File: src/hw/rss_regs.svh
`ifndef RSS_REGS_SVH
`define RSS_REGS_SVH

// ----------------------------------------------------------------------
// register offsets (byte addresses, one word each)
// ----------------------------------------------------------------------
`define RSS_OFS_STATUS0 8'h00
`define RSS_OFS_STATUS1 8'h04
`define RSS_OFS_STATUS2 8'h08
`define RSS_OFS_SOFT_KEY 8'h0C
`define RSS_OFS_MON1_CTL 8'h10
`define RSS_OFS_MON2_CTL 8'h14
`define RSS_OFS_LEVEL 8'h18
`define RSS_OFS_WDT_CTL 8'h1C
`define RSS_OFS_PROTECT 8'h20
`define RSS_OFS_SEQ 8'h24

// ----------------------------------------------------------------------
// field positions
// ----------------------------------------------------------------------
`define RSS_BIT_POR 0
`define RSS_BIT_MON1 2
`define RSS_BIT_MON2 3
`define RSS_BIT_COLD_WARM_FLAG 0
`define RSS_BIT_WDT 0
`define RSS_BIT_SOFT 2
`define RSS_BIT_MON_EN 0
`define RSS_BIT_MON_MODE 1
`define RSS_BIT_MON_REL 2
`define RSS_BIT_WDT_EN 0
`define RSS_BIT_PROT1 1
`define RSS_BIT_OW_STOP 1
`define RSS_BIT_OW_RSTSEL 12

// ----------------------------------------------------------------------
// reset values and key
// ----------------------------------------------------------------------
`define RSS_MON_CTL_RST 3'h0
`define RSS_LVL1_RST 4'h0
`define RSS_LVL2_RST 2'h0
`define RSS_SOFT_KEY 16'hA501

// ----------------------------------------------------------------------
// timing in ns, rounded up to whole clock cycles
// ----------------------------------------------------------------------
`define RSS_CLK_NS 40
`define RSS_PIN_WAIT_NS 40000
`define RSS_POR_NS 2000000
`define RSS_MON1_NS 100000
`define RSS_MON2_NS 100000
`define RSS_INT_RST_NS 20000
`define RSS_CYC(t) (((t) + `RSS_CLK_NS - 1) / `RSS_CLK_NS)
`define RSS_PIN_WAIT_CYC `RSS_CYC(`RSS_PIN_WAIT_NS)
`define RSS_POR_CYC `RSS_CYC(`RSS_POR_NS)
`define RSS_MON1_CYC `RSS_CYC(`RSS_MON1_NS)
`define RSS_MON2_CYC `RSS_CYC(`RSS_MON2_NS)
`define RSS_INT_RST_CYC `RSS_CYC(`RSS_INT_RST_NS)

`endif

File: src/hw/rss_pkg.sv
`default_nettype none

package rss_pkg;

  // ----------------------------------------------------------------------
  // register port request, one cycle wide
  // ----------------------------------------------------------------------
  typedef struct packed {
    logic [7:0] addr;   // byte address
    logic [15:0] wdata; // write data
    logic wr;           // write strobe
    logic rd;           // read strobe
  } rss_bus_req_type;

  // cpu release state
  typedef enum logic [0:0] {
    ST_HOLD,
    ST_RUN
  } rss_state_type;

  // source of the most recent reset
  typedef enum logic [2:0] {
    SRC_POWER,
    SRC_PIN,
    SRC_WDT,
    SRC_MON1,
    SRC_MON2,
    SRC_SOFT
  } rss_src_type;

endpackage : rss_pkg

`default_nettype wire

File: src/hw/rss_sync.sv
`default_nettype none

// ----------------------------------------------------------------------
// two-flop synchroniser for pin and analog detector levels
// ----------------------------------------------------------------------
module rss_sync #(
  parameter int WIDTH = 4
) (
  input wire logic sys_clk,
  input wire logic rstn,
  input wire logic [WIDTH-1:0] async_in,
  output logic [WIDTH-1:0] sync_out
);

  logic [WIDTH-1:0] meta; // first stage, read only by the second

  // reset low: pin and power-on read as active at start
  always_ff @(posedge sys_clk or negedge rstn) begin
    if (!rstn) begin
      meta <= '0;
      sync_out <= '0;
    end else begin
      meta <= async_in;
      sync_out <= meta;
    end
  end

endmodule : rss_sync

`default_nettype wire

File: src/hw/rss_timer.sv
`default_nettype none

// ----------------------------------------------------------------------
// release timer: load holds it at full length, then it counts down
// ----------------------------------------------------------------------
module rss_timer #(
  parameter logic [15:0] LEN = 16'h0001,
  parameter logic START_BUSY = 1'b0
) (
  input wire logic sys_clk,
  input wire logic rstn,
  input wire logic load,
  output logic busy
);

  logic [15:0] cnt; // cycles left before this source lets go

  // a held load reloads, so the wait starts when load drops
  always_ff @(posedge sys_clk or negedge rstn) begin
    if (!rstn) begin
      cnt <= START_BUSY ? LEN : 16'h0000;
    end else if (load) begin
      cnt <= LEN;
    end else if (cnt != 16'h0000) begin
      cnt <= cnt - 16'h0001;
    end
  end

  assign busy = (cnt != 16'h0000);

endmodule : rss_timer

`default_nettype wire

File: src/hw/rss_top.sv
// The implementer's own choices: the register addresses and the address-and-strobe port.
`include "rss_regs.svh"
`default_nettype none

// What this block does
// RULE1: pin low aborts everything and holds reset
// RULE2: pin high then pin wait before release
// RULE3: power-on holds until threshold plus period
// RULE4: power-on reset sets power-on detect flag
// RULE5: pin reset clears power-on detect flag
// RULE6: enabled monitor-1 low sets flag, resets
// RULE7: enabled monitor-2 low sets flag, resets
// RULE8: release select 0: recovery then delay
// RULE9: release select 1: delay from detection only
// RULE10: monitor-2 has the same release select
// RULE11: software sets both detection levels
// RULE12: watchdog reset enable from control and option
// RULE13: enabled watchdog underflow or refresh error resets
// RULE14: watchdog reset holds internal reset time
// RULE15: only the key value raises software reset
// RULE16: software reset holds internal reset time
// RULE17: only power-on clears cold/warm flag
// RULE18: write 1 sets cold/warm, 0 ignored
// RULE19: detect flags readable in two status registers
// RULE20: flag clears by 0 after read 1
// RULE21: software reset register reads all zeros
// RULE22: key writes ignored while protection active
// RULE23: cpu released only when every timer ended
module rss_top import rss_pkg::*; #(
  parameter int POR_CYCLES = `RSS_POR_CYC
) (
  input wire logic sys_clk,
  input wire logic rstn,
  input wire logic ext_reset_pin_n,
  input wire logic vcc_above_por,
  input wire logic vcc_below_level1,
  input wire logic vcc_below_level2,
  input wire logic [31:0] option_word0,
  input wire logic wdt_underflow,
  input wire logic wdt_refresh_error,
  input wire rss_bus_req_type bus_req,
  output logic [15:0] rd_data,
  output logic cpu_reset_n,
  output logic [3:0] level1_select,
  output logic [1:0] level2_select
);

  // ----------------------------------------------------------------------
  // helpers
  // ----------------------------------------------------------------------

  // write strobe aimed at one register
  function automatic logic wr_to(input rss_bus_req_type r, input logic [7:0] a);
    return r.wr & (r.addr == a);
  endfunction : wr_to

  // read strobe aimed at one register
  function automatic logic rd_to(input rss_bus_req_type r, input logic [7:0] a);
    return r.rd & (r.addr == a);
  endfunction : rd_to

  // software clear: a 0 written to a bit that was read as 1
  function automatic logic sw_clr(input logic armed, input logic hit, input logic wbit);
    return armed & hit & ~wbit;
  endfunction : sw_clr

  // ----------------------------------------------------------------------
  // synchronised inputs
  // ----------------------------------------------------------------------
  logic [3:0] pins_s; // pin, por ok, below level 1, below level 2
  logic mon1_low_d; // previous monitor-1 level, for the edge
  logic mon2_low_d; // previous monitor-2 level, for the edge

  rss_sync #(
    .WIDTH(4)
  ) u_sync (
    .sys_clk(sys_clk),
    .rstn(rstn),
    .async_in({ext_reset_pin_n, vcc_above_por, vcc_below_level1, vcc_below_level2}),
    .sync_out(pins_s)
  );

  logic pin_low; // pin driven low
  logic por_low; // supply below power-on threshold
  logic mon1_low; // supply at or below level 1
  logic mon2_low; // supply at or below level 2

  assign pin_low = ~pins_s[3];
  assign por_low = ~pins_s[2];
  assign mon1_low = pins_s[1];
  assign mon2_low = pins_s[0];

  // previous monitor levels, from the second stage
  always_ff @(posedge sys_clk or negedge rstn) begin
    if (!rstn) begin
      mon1_low_d <= 1'b0;
      mon2_low_d <= 1'b0;
    end else begin
      mon1_low_d <= mon1_low;
      mon2_low_d <= mon2_low;
    end
  end

  // ----------------------------------------------------------------------
  // software registers
  // ----------------------------------------------------------------------
  logic flag_por; // power-on detect
  logic flag_mon1; // monitor-1 reset detect
  logic flag_mon2; // monitor-2 reset detect
  logic flag_wdt; // watchdog reset detect
  logic flag_soft; // software reset detect
  logic cold_warm_flag; // 0 cold start, 1 warm start
  logic [4:0] armed; // flag read as 1: por, mon1, mon2, wdt, soft
  logic [2:0] mon1_control0; // enable, mode, release select
  logic [2:0] mon2_control0; // enable, mode, release select
  logic wdt_reset_ctl; // watchdog reset enable when not auto-started
  logic protect_write_enable1; // unlocks the software reset key
  rss_state_type state; // cpu held or running
  rss_state_type next_state;
  rss_src_type last_src; // most recent reset source

  // ----------------------------------------------------------------------
  // reset events
  // ----------------------------------------------------------------------
  logic deep_clear; // power-on or pin: widest initialisation
  logic mon1_event; // monitor-1 reset raised this cycle
  logic mon2_event; // monitor-2 reset raised this cycle
  logic wdt_enable; // watchdog reset output allowed
  logic wdt_event; // watchdog reset raised this cycle
  logic soft_event; // software reset raised this cycle
  logic any_event; // any source starts a reset this cycle

  assign deep_clear = por_low | pin_low; // RULE1

  // only a falling supply is a detection: a level that stays low under
  // delay-only release does not retrigger after its timer runs out
  assign mon1_event = mon1_control0[`RSS_BIT_MON_EN] & mon1_control0[`RSS_BIT_MON_MODE]
                    & mon1_low & ~mon1_low_d; // RULE6
  assign mon2_event = mon2_control0[`RSS_BIT_MON_EN] & mon2_control0[`RSS_BIT_MON_MODE]
                    & mon2_low & ~mon2_low_d; // RULE7

  // auto-start takes the option word's choice, else the control bit
  assign wdt_enable = option_word0[`RSS_BIT_OW_STOP] ? wdt_reset_ctl
                    : option_word0[`RSS_BIT_OW_RSTSEL]; // RULE12
  assign wdt_event = wdt_enable & (wdt_underflow | wdt_refresh_error); // RULE13

  assign soft_event = wr_to(bus_req, `RSS_OFS_SOFT_KEY) & protect_write_enable1 // RULE22
                    & (bus_req.wdata == `RSS_SOFT_KEY); // RULE15

  assign any_event = deep_clear | mon1_event | mon2_event | wdt_event | soft_event;

  // ----------------------------------------------------------------------
  // release timers, one per timing
  // ----------------------------------------------------------------------
  logic pin_busy; // pin low or pin wait running
  logic por_busy; // supply low or power-on period running
  logic mon1_busy; // monitor-1 reset time running
  logic mon2_busy; // monitor-2 reset time running
  logic int_busy; // internal reset time running
  logic mon1_load; // reload for monitor-1
  logic mon2_load; // reload for monitor-2

  // release select 0 keeps reloading while the supply stays low
  assign mon1_load = mon1_event
                   | (mon1_busy & mon1_low & ~mon1_control0[`RSS_BIT_MON_REL]); // RULE8 RULE9
  assign mon2_load = mon2_event
                   | (mon2_busy & mon2_low & ~mon2_control0[`RSS_BIT_MON_REL]); // RULE10

  rss_timer #(
    .LEN(16'(`RSS_PIN_WAIT_CYC)),
    .START_BUSY(1'b1)
  ) u_pin_timer (
    .sys_clk(sys_clk),
    .rstn(rstn),
    .load(pin_low), // RULE2
    .busy(pin_busy)
  );

  rss_timer #(
    .LEN(16'(POR_CYCLES)),
    .START_BUSY(1'b1)
  ) u_por_timer (
    .sys_clk(sys_clk),
    .rstn(rstn),
    .load(por_low), // RULE3
    .busy(por_busy)
  );

  rss_timer #(
    .LEN(16'(`RSS_MON1_CYC))
  ) u_mon1_timer (
    .sys_clk(sys_clk),
    .rstn(rstn),
    .load(mon1_load),
    .busy(mon1_busy)
  );

  rss_timer #(
    .LEN(16'(`RSS_MON2_CYC))
  ) u_mon2_timer (
    .sys_clk(sys_clk),
    .rstn(rstn),
    .load(mon2_load),
    .busy(mon2_busy)
  );

  // watchdog and software resets share the internal reset time
  rss_timer #(
    .LEN(16'(`RSS_INT_RST_CYC))
  ) u_int_timer (
    .sys_clk(sys_clk),
    .rstn(rstn),
    .load(wdt_event | soft_event), // RULE14 RULE16
    .busy(int_busy)
  );

  // ----------------------------------------------------------------------
  // detect flags: a hardware set always beats a clear
  // ----------------------------------------------------------------------
  logic wr_s0; // write to status register 0
  logic wr_s2; // write to status register 2

  assign wr_s0 = wr_to(bus_req, `RSS_OFS_STATUS0);
  assign wr_s2 = wr_to(bus_req, `RSS_OFS_STATUS2);

  // status 0 flags; heavier resets wipe lighter flags
  always_ff @(posedge sys_clk or negedge rstn) begin
    if (!rstn) begin
      flag_por <= 1'b1; // RULE4
      flag_mon1 <= 1'b0;
      flag_mon2 <= 1'b0;
    end else begin
      flag_por <= por_low // RULE4
                | (flag_por & ~pin_low // RULE5
                   & ~sw_clr(armed[0], wr_s0, bus_req.wdata[`RSS_BIT_POR])); // RULE20
      flag_mon1 <= mon1_event // RULE6
                 | (flag_mon1 & ~deep_clear & ~wdt_event
                    & ~sw_clr(armed[1], wr_s0, bus_req.wdata[`RSS_BIT_MON1])); // RULE20
      flag_mon2 <= mon2_event // RULE7
                 | (flag_mon2 & ~deep_clear & ~wdt_event & ~mon1_event
                    & ~sw_clr(armed[2], wr_s0, bus_req.wdata[`RSS_BIT_MON2])); // RULE20
    end
  end

  // status register 2 flags
  always_ff @(posedge sys_clk or negedge rstn) begin
    if (!rstn) begin
      flag_wdt <= 1'b0;
      flag_soft <= 1'b0;
    end else begin
      flag_wdt <= wdt_event
                | (flag_wdt & ~deep_clear
                   & ~sw_clr(armed[3], wr_s2, bus_req.wdata[`RSS_BIT_WDT])); // RULE20
      flag_soft <= soft_event
                 | (flag_soft & ~deep_clear & ~wdt_event & ~mon1_event & ~mon2_event
                    & ~sw_clr(armed[4], wr_s2, bus_req.wdata[`RSS_BIT_SOFT])); // RULE20
    end
  end

  // read-as-1 memory: set by a read, spent by a write
  always_ff @(posedge sys_clk or negedge rstn) begin
    if (!rstn) begin
      armed <= 5'h00;
    end else begin
      if (rd_to(bus_req, `RSS_OFS_STATUS0)) begin
        armed[2:0] <= {flag_mon2, flag_mon1, flag_por}; // RULE20
      end else if (wr_s0) begin
        armed[2:0] <= 3'h0;
      end
      if (rd_to(bus_req, `RSS_OFS_STATUS2)) begin
        armed[4:3] <= {flag_soft, flag_wdt}; // RULE20
      end else if (wr_s2) begin
        armed[4:3] <= 2'h0;
      end
    end
  end

  // cold/warm flag: only a power-on returns it to cold
  always_ff @(posedge sys_clk or negedge rstn) begin
    if (!rstn) begin
      cold_warm_flag <= 1'b0; // RULE17
    end else if (por_low) begin
      cold_warm_flag <= 1'b0; // RULE17
    end else if (wr_to(bus_req, `RSS_OFS_STATUS1) & bus_req.wdata[`RSS_BIT_COLD_WARM_FLAG]) begin
      cold_warm_flag <= 1'b1; // RULE18
    end
  end

  // ----------------------------------------------------------------------
  // control registers
  // ----------------------------------------------------------------------

  // monitor controls and levels; same clears as their flags
  always_ff @(posedge sys_clk or negedge rstn) begin
    if (!rstn) begin
      mon1_control0 <= `RSS_MON_CTL_RST;
      mon2_control0 <= `RSS_MON_CTL_RST;
      level1_select <= `RSS_LVL1_RST;
      level2_select <= `RSS_LVL2_RST;
    end else begin
      if (deep_clear | wdt_event) begin
        mon1_control0 <= `RSS_MON_CTL_RST;
        level1_select <= `RSS_LVL1_RST;
      end else begin
        if (wr_to(bus_req, `RSS_OFS_MON1_CTL)) begin
          mon1_control0 <= bus_req.wdata[2:0];
        end
        if (wr_to(bus_req, `RSS_OFS_LEVEL)) begin
          level1_select <= bus_req.wdata[3:0]; // RULE11
        end
      end
      if (deep_clear | wdt_event | mon1_event) begin
        mon2_control0 <= `RSS_MON_CTL_RST;
        level2_select <= `RSS_LVL2_RST;
      end else begin
        if (wr_to(bus_req, `RSS_OFS_MON2_CTL)) begin
          mon2_control0 <= bus_req.wdata[2:0]; // RULE10
        end
        if (wr_to(bus_req, `RSS_OFS_LEVEL)) begin
          level2_select <= bus_req.wdata[5:4]; // RULE11
        end
      end
    end
  end

  // watchdog control survives all but power-on and pin
  always_ff @(posedge sys_clk or negedge rstn) begin
    if (!rstn) begin
      wdt_reset_ctl <= 1'b0;
    end else if (deep_clear) begin
      wdt_reset_ctl <= 1'b0;
    end else if (wr_to(bus_req, `RSS_OFS_WDT_CTL)) begin
      wdt_reset_ctl <= bus_req.wdata[`RSS_BIT_WDT_EN]; // RULE12
    end
  end

  // protection bit falls back to locked on any reset
  always_ff @(posedge sys_clk or negedge rstn) begin
    if (!rstn) begin
      protect_write_enable1 <= 1'b0;
    end else if (any_event) begin
      protect_write_enable1 <= 1'b0;
    end else if (wr_to(bus_req, `RSS_OFS_PROTECT)) begin
      protect_write_enable1 <= bus_req.wdata[`RSS_BIT_PROT1];
    end
  end

  // ----------------------------------------------------------------------
  // cpu release sequencing
  // ----------------------------------------------------------------------
  logic any_busy; // some source still holds reset

  assign any_busy = pin_busy | por_busy | mon1_busy | mon2_busy | int_busy;

  // an event in the same cycle counts, so a timer's one-cycle load
  // latency can never open a release gap
  always_comb begin
    next_state = state;
    case (state)
      ST_HOLD: begin
        if (!any_busy && !any_event) begin
          next_state = ST_RUN; // RULE23
        end
      end
      ST_RUN: begin
        if (any_busy || any_event) begin
          next_state = ST_HOLD; // RULE1
        end
      end
      default: begin
        next_state = ST_HOLD;
      end
    endcase
  end

  // state and its registered output copy
  always_ff @(posedge sys_clk or negedge rstn) begin
    if (!rstn) begin
      state <= ST_HOLD;
      cpu_reset_n <= 1'b0;
    end else begin
      state <= next_state;
      cpu_reset_n <= (next_state == ST_RUN); // RULE23
    end
  end

  // latest source, heaviest first
  always_ff @(posedge sys_clk or negedge rstn) begin
    if (!rstn) begin
      last_src <= SRC_POWER;
    end else if (por_low) begin
      last_src <= SRC_POWER;
    end else if (pin_low) begin
      last_src <= SRC_PIN;
    end else if (wdt_event) begin
      last_src <= SRC_WDT;
    end else if (mon1_event) begin
      last_src <= SRC_MON1;
    end else if (mon2_event) begin
      last_src <= SRC_MON2;
    end else if (soft_event) begin
      last_src <= SRC_SOFT;
    end
  end

  // ----------------------------------------------------------------------
  // read port: data the cycle after the strobe, else zero
  // ----------------------------------------------------------------------
  always_ff @(posedge sys_clk or negedge rstn) begin
    if (!rstn) begin
      rd_data <= 16'h0000;
    end else if (bus_req.rd) begin
      case (bus_req.addr)
        `RSS_OFS_STATUS0: rd_data <= {12'h000, flag_mon2, flag_mon1, 1'b0, flag_por}; // RULE19
        `RSS_OFS_STATUS1: rd_data <= {15'h0000, cold_warm_flag};
        `RSS_OFS_STATUS2: rd_data <= {13'h0000, flag_soft, 1'b0, flag_wdt}; // RULE19
        `RSS_OFS_SOFT_KEY: rd_data <= 16'h0000; // RULE21
        `RSS_OFS_MON1_CTL: rd_data <= {13'h0000, mon1_control0};
        `RSS_OFS_MON2_CTL: rd_data <= {13'h0000, mon2_control0};
        `RSS_OFS_LEVEL: rd_data <= {10'h000, level2_select, level1_select};
        `RSS_OFS_WDT_CTL: rd_data <= {15'h0000, wdt_reset_ctl};
        `RSS_OFS_PROTECT: rd_data <= {14'h0000, protect_write_enable1, 1'b0};
        `RSS_OFS_SEQ: rd_data <= {9'h000, last_src, 3'h0, (state == ST_HOLD)};
        default: rd_data <= 16'h0000;
      endcase
    end else begin
      rd_data <= 16'h0000;
    end
  end

endmodule : rss_top

`default_nettype wire

File: config.mk
export PLATFORM = sky130hd
export DESIGN_NAME = rss_top
export DESIGN_NICKNAME = d
export VERILOG_FILES = /design/src/hw/rss_pkg.sv /design/src/hw/rss_sync.sv /design/src/hw/rss_timer.sv /design/src/hw/rss_top.sv
export VERILOG_INCLUDE_DIRS = /design/src /design/src/hw
export SDC_FILE = /design/constraint.sdc
export NUM_CORES = 1
export LEC_CHECK = 0
export ABC_CLOCK_PERIOD_IN_PS = 5810
export BUFFER_PORTS_ARGS = -buffer_cell sky130_fd_sc_hd__buf_2
export CORE_MARGIN = 4
export CORE_UTILIZATION = 60
export CTS_BUF_LIST = sky130_fd_sc_hd__clkbuf_16
export CTS_CLUSTER_DIAMETER = 120
export DETAILED_ROUTE_END_ITERATION = 7
export GPL_TIMING_DRIVEN = 0
export PLACE_DENSITY = 0.83
export SLEW_MARGIN = 20
export SYNTH_ARGS = -nofsm -noshare
export SYNTH_HDL_FRONTEND = slang
export SYNTH_SLANG_ARGS = --single-unit
File: constraint.sdc
create_clock -name sys_clk -period 5.81 [get_ports sys_clk]
set_input_delay 0.8715 -clock sys_clk [delete_from_list [all_inputs] [get_ports sys_clk]]
set_output_delay 0.8715 -clock sys_clk [all_outputs]
set_load 0.01 [all_outputs]
==> summary.txt <==
Worst hold path
  • Hold path depth: 0
  • Hold_sp: u_sync.meta[1]
  • Hold Crit Class: flip-flop to flip-flop
  • Worst Hold Path EP: u_sync.sync_out[1]

Floorplan
  • Die footprint: 12600 sq um
  • Row count: 37
  • Core ar.: 10400 sq um
  • IO Pins: 89
  • Die Width: 112 um
  • Initial Utilization: 62.4%
  • Die Y-Extent: 112 um

Finish
  • Layout area overhead: 16.5%
  • Multi-input gate area: 3130 sq um
  • FF/Latch Area: 3170 sq um
  • Final Non-Filler Cells: 861
  • Layout net count: 788
  • Commonest cells after routing, fill and taps aside: dfrtp_1, nor2_1, nand2_1, buf_2, xnor2_1
  • # fillers: 695
  • Fraction of layout cells with a size suffix above 1: 18.5%
  • Commonest non-fill, non-tap cell in the layout: dfrtp_1
  • Antenna diodes: 0

Place
  • Worst slack, placed: 2.78 ns
  • Inst Count DP: 829
  • Routability cong.: 0.930
  • Number of I/O port buffers: 46
  • Hpwl dp: 9910 um

Setup path
  • WS Path Type: primary input to flip-flop
  • Critical Path Sink Type: flip-flop
  • Worst R2R Setup Slack: 3.53 ns
  • Startpoint types: primary input
  • End of the worst register-to-register path: last_src[0]
  • Slowest CP cell: nor4_1
  • Worst reg2reg path depth: 6
  • Critical path buffers and inverters: 3
  • CP delay by family, top: simple AND/OR/NAND/NOR gates
  • Max stage delay on crit path: 0.64 ns
  • Launching point of the worst reg2reg path: wdt_reset_ctl
  • Critical Path RT: 6.08 ns
  • Critical Path AT: 2.94 ns
  • Crit path max fanout: 10
  • CP Cell Sequence: buf_2, nor4b_1, nand4_1, nor4_1, or2_2, clkbuf_1, buf_4, a311oi_1

Logic synthesis
  • Yosys top cell area share: 43.5%
  • Cell accounting for the most synthesized area: dfrtp_1
  • Synth Instances: 638
  • Post-synth EDFFs: 0
  • Sequential area share after synthesis: 48.8%
  • Post-synth ARST share: 100%
  • Avg Cell Area, Syn: 10.2 sq um
  • Synth warn: 0
  • Post-Syn Area: 6500 sq um
  • Synth area leaders: dfrtp_1, dfstp_2, nor2_1, xnor2_1, xor2_1
  • Post-synth top flop: dfrtp_1
  • Library cells used by synthesis: 75
  • Seq cells post-synth: 126

Detailed routing
  • Antenna-violating nets left: 0
  • Vias per cell: 6.10
  • Drt pass-1 iters: 5
  • Met2 Wirelength: 6830 um
  • Vias: 5248
  • WL met1: 6160 um
  • Max layer used: met4
  • Per-cell routed wire length: 16.7 um
  • Remaining DRCs: 0
  • Initial DRC count: 507
  • WL final: 14400 um
  • DR WL met3: 1090 um

Run status
  • Outcome: finished, final reports clean

GRT
  • Overflow after GRT: 0
  • Vias in the first global route: 5195
  • Initial antenna violation count: 0
  • GRT Total Usage: 24.0%
  • Global-route wire length before repair: 24600 um
  • Largest net degree at the start of global routing: 85

Power
  • Flop pwr share: 25.1%
  • Pleak: 3.45 nW
  • Clock share of power: 22.9%
  • Psw: 1.86 mW
  • Gate power share: 52.0%
  • Maximum VDD drop: 0.625 mV
  • Sw frac: 39.6%
  • PD cells: 620 nW/um^2
  • Tot Pwr: 4.70 mW
  • Int Pwr: 2.84 mW

Run
  • Max cap viols: 0

Clock network
  • Clk slew on worst S/H paths: 0.05 ns
  • H-tree depth: 4
  • Hold Buf Count CTS: 0
  • Total setup buffers inserted after CTS: 0
  • Worst skew pair latency: 0.42 ns
  • Sink Count: 126
  • Total CTS buffers: 17
  • Root buffer cell: clkbuf_16
  • CTS resizes: 0
  • Clock Path Buffers: 2
  • CTS tree: built

Timing
  • Highest clock rate: 0.375 GHz
  • Minimum clock period: 2.67 ns
  • Unrepaired setup endpoints after global routing: false
  • Setup TNS: 0 ns
  • Clk_skew: 0.00930 ns
  • Final worst setup slack: 3.14 ns
  • Tightest Pin Transition: 0.895 ns
  • Final count of hold timing violations: 0
  • Worst hold margin: 0.348 ns
  • Relative slew slack: 40.2%
  • Slew Viols, Final: 0
  • Period utilization: 45.9%
  • Final setup fails: 0
cell type report:
cell class	count	share of cell area, %
Sequential cell	126	41.9
Multi-Input combinational cell	473	41.4
Clock buffer	17	5.62
Timing Repair Buffer	47	3.49
Clock inverter	15	2.33
Buffer	30	2.25
Tap cell	136	2.25
Inverter	17	0.843
flip-flops by register name (all words and copies together) (netlist names), 2 cells and up:
signal and cells:
u_sync.meta 4, armed 5, u_int_timer.cnt 16, rd_data 7
level1_select 4, mon1_control0 3, mon2_control0 3, u_mon2_timer.cnt 16
level2_select 2, u_mon1_timer.cnt 16, u_sync.sync_out 4, last_src 3
u_por_timer.cnt 16, u_pin_timer.cnt 16
worst max-delay path by stage:
stage | startpoint | end | slack, ns | cells past startpoint
2_1_floorplan | option_word0[12] | last_src[2] | 3.41 | 6
3_3_place_gp | rstn | u_mon2_timer.cnt[7] | 2.37 | 1
3_5_place_dp | bus_req[4] | u_int_timer.cnt[14] | 2.78 | 8
4_1_cts | bus_req[4] | u_int_timer.cnt[14] | 3.17 | 8
5_1_grt | bus_req[4] | u_int_timer.cnt[14] | 3.04 | 8
6_report | bus_req[4] | u_int_timer.cnt[14] | 3.14 | 8
metal layers:
layer | track usage (%) | vias to the layer above
met5 | 0 | -
met2 | 38.5 | 231
met4 | 8.73 | 0
met3 | 6.90 | 37
li1 | - | 2439
met1 | 31.4 | 2541
power groups by stage:
stage,Combinational (mW),Clock [mW],Sequential [mW]
after floorplan,1.98,0,1.17
final,2.44,1.08,1.18
after global routing,2.75,1.14,1.19
after global placement,2.30,0,1.18
after detailed placement,2.41,0,1.19
after CTS,2.43,1.09,1.18
cells in the mapped netlist, types with 3 or more instances:
| cell type | number |
|---|---|
| o21ai_0 | 13 |
| a211o_2 | 3 |
| nand2_1 | 49 |
| inv_1 | 17 |
| a21oi_1 | 19 |
| nor2_1 | 70 |
| nand2b_1 | 6 |
| clkbuf_1 | 12 |
| ha_1 | 10 |
| or3_1 | 6 |
| or3_4 | 3 |
| xor2_1 | 22 |
| a211o_1 | 3 |
| o22ai_1 | 3 |
| mux2i_1 | 11 |
| nor3_1 | 20 |
| xnor2_1 | 30 |
| nor2b_1 | 6 |
| buf_2 | 4 |
| and2_1 | 16 |
| nor3b_1 | 8 |
| a32o_1 | 5 |
| nand3_1 | 28 |
| nand4_1 | 12 |
| nand3b_1 | 7 |
| o31ai_1 | 6 |
| nor4b_1 | 5 |
| a22oi_1 | 4 |
| and4_1 | 3 |
| nand4b_1 | 15 |
| or4_1 | 7 |
| dfrtp_1 | 113 |
| or2_2 | 3 |
| buf_4 | 10 |
| dfstp_2 | 13 |
| and3_1 | 3 |
| nor4_1 | 20 |
metrics by stage:
stage | util (%) | area (sq um)
floorplan | - | 6530
global route | 72.7 | 7570
finish | 72.7 | 7570
detailed placement | 66.9 | 6960
CTS | 72.6 | 7570
global placement | 66.5 | 6930
cell families (layout without fill, tap and decap cells):
logic type / Yosys count / count (layout) / synth area share [%]
AND/OR/NAND/NOR: 307 / 307 / 27.4
flip-flops: 126 / 126 / 48.8
AO/OA/AOI/OAI: 83 / 83 / 9.22
XOR/XNOR: 52 / 52 / 7.01
buffers and inverters: 47 / 126 / 3.60
multiplexers: 12 / 12 / 2.04
adder cells (fa/ha/maj): 10 / 10 / 1.92
other: 1 / 9 / 0.0577
Power figures use the tool's default switching activity.
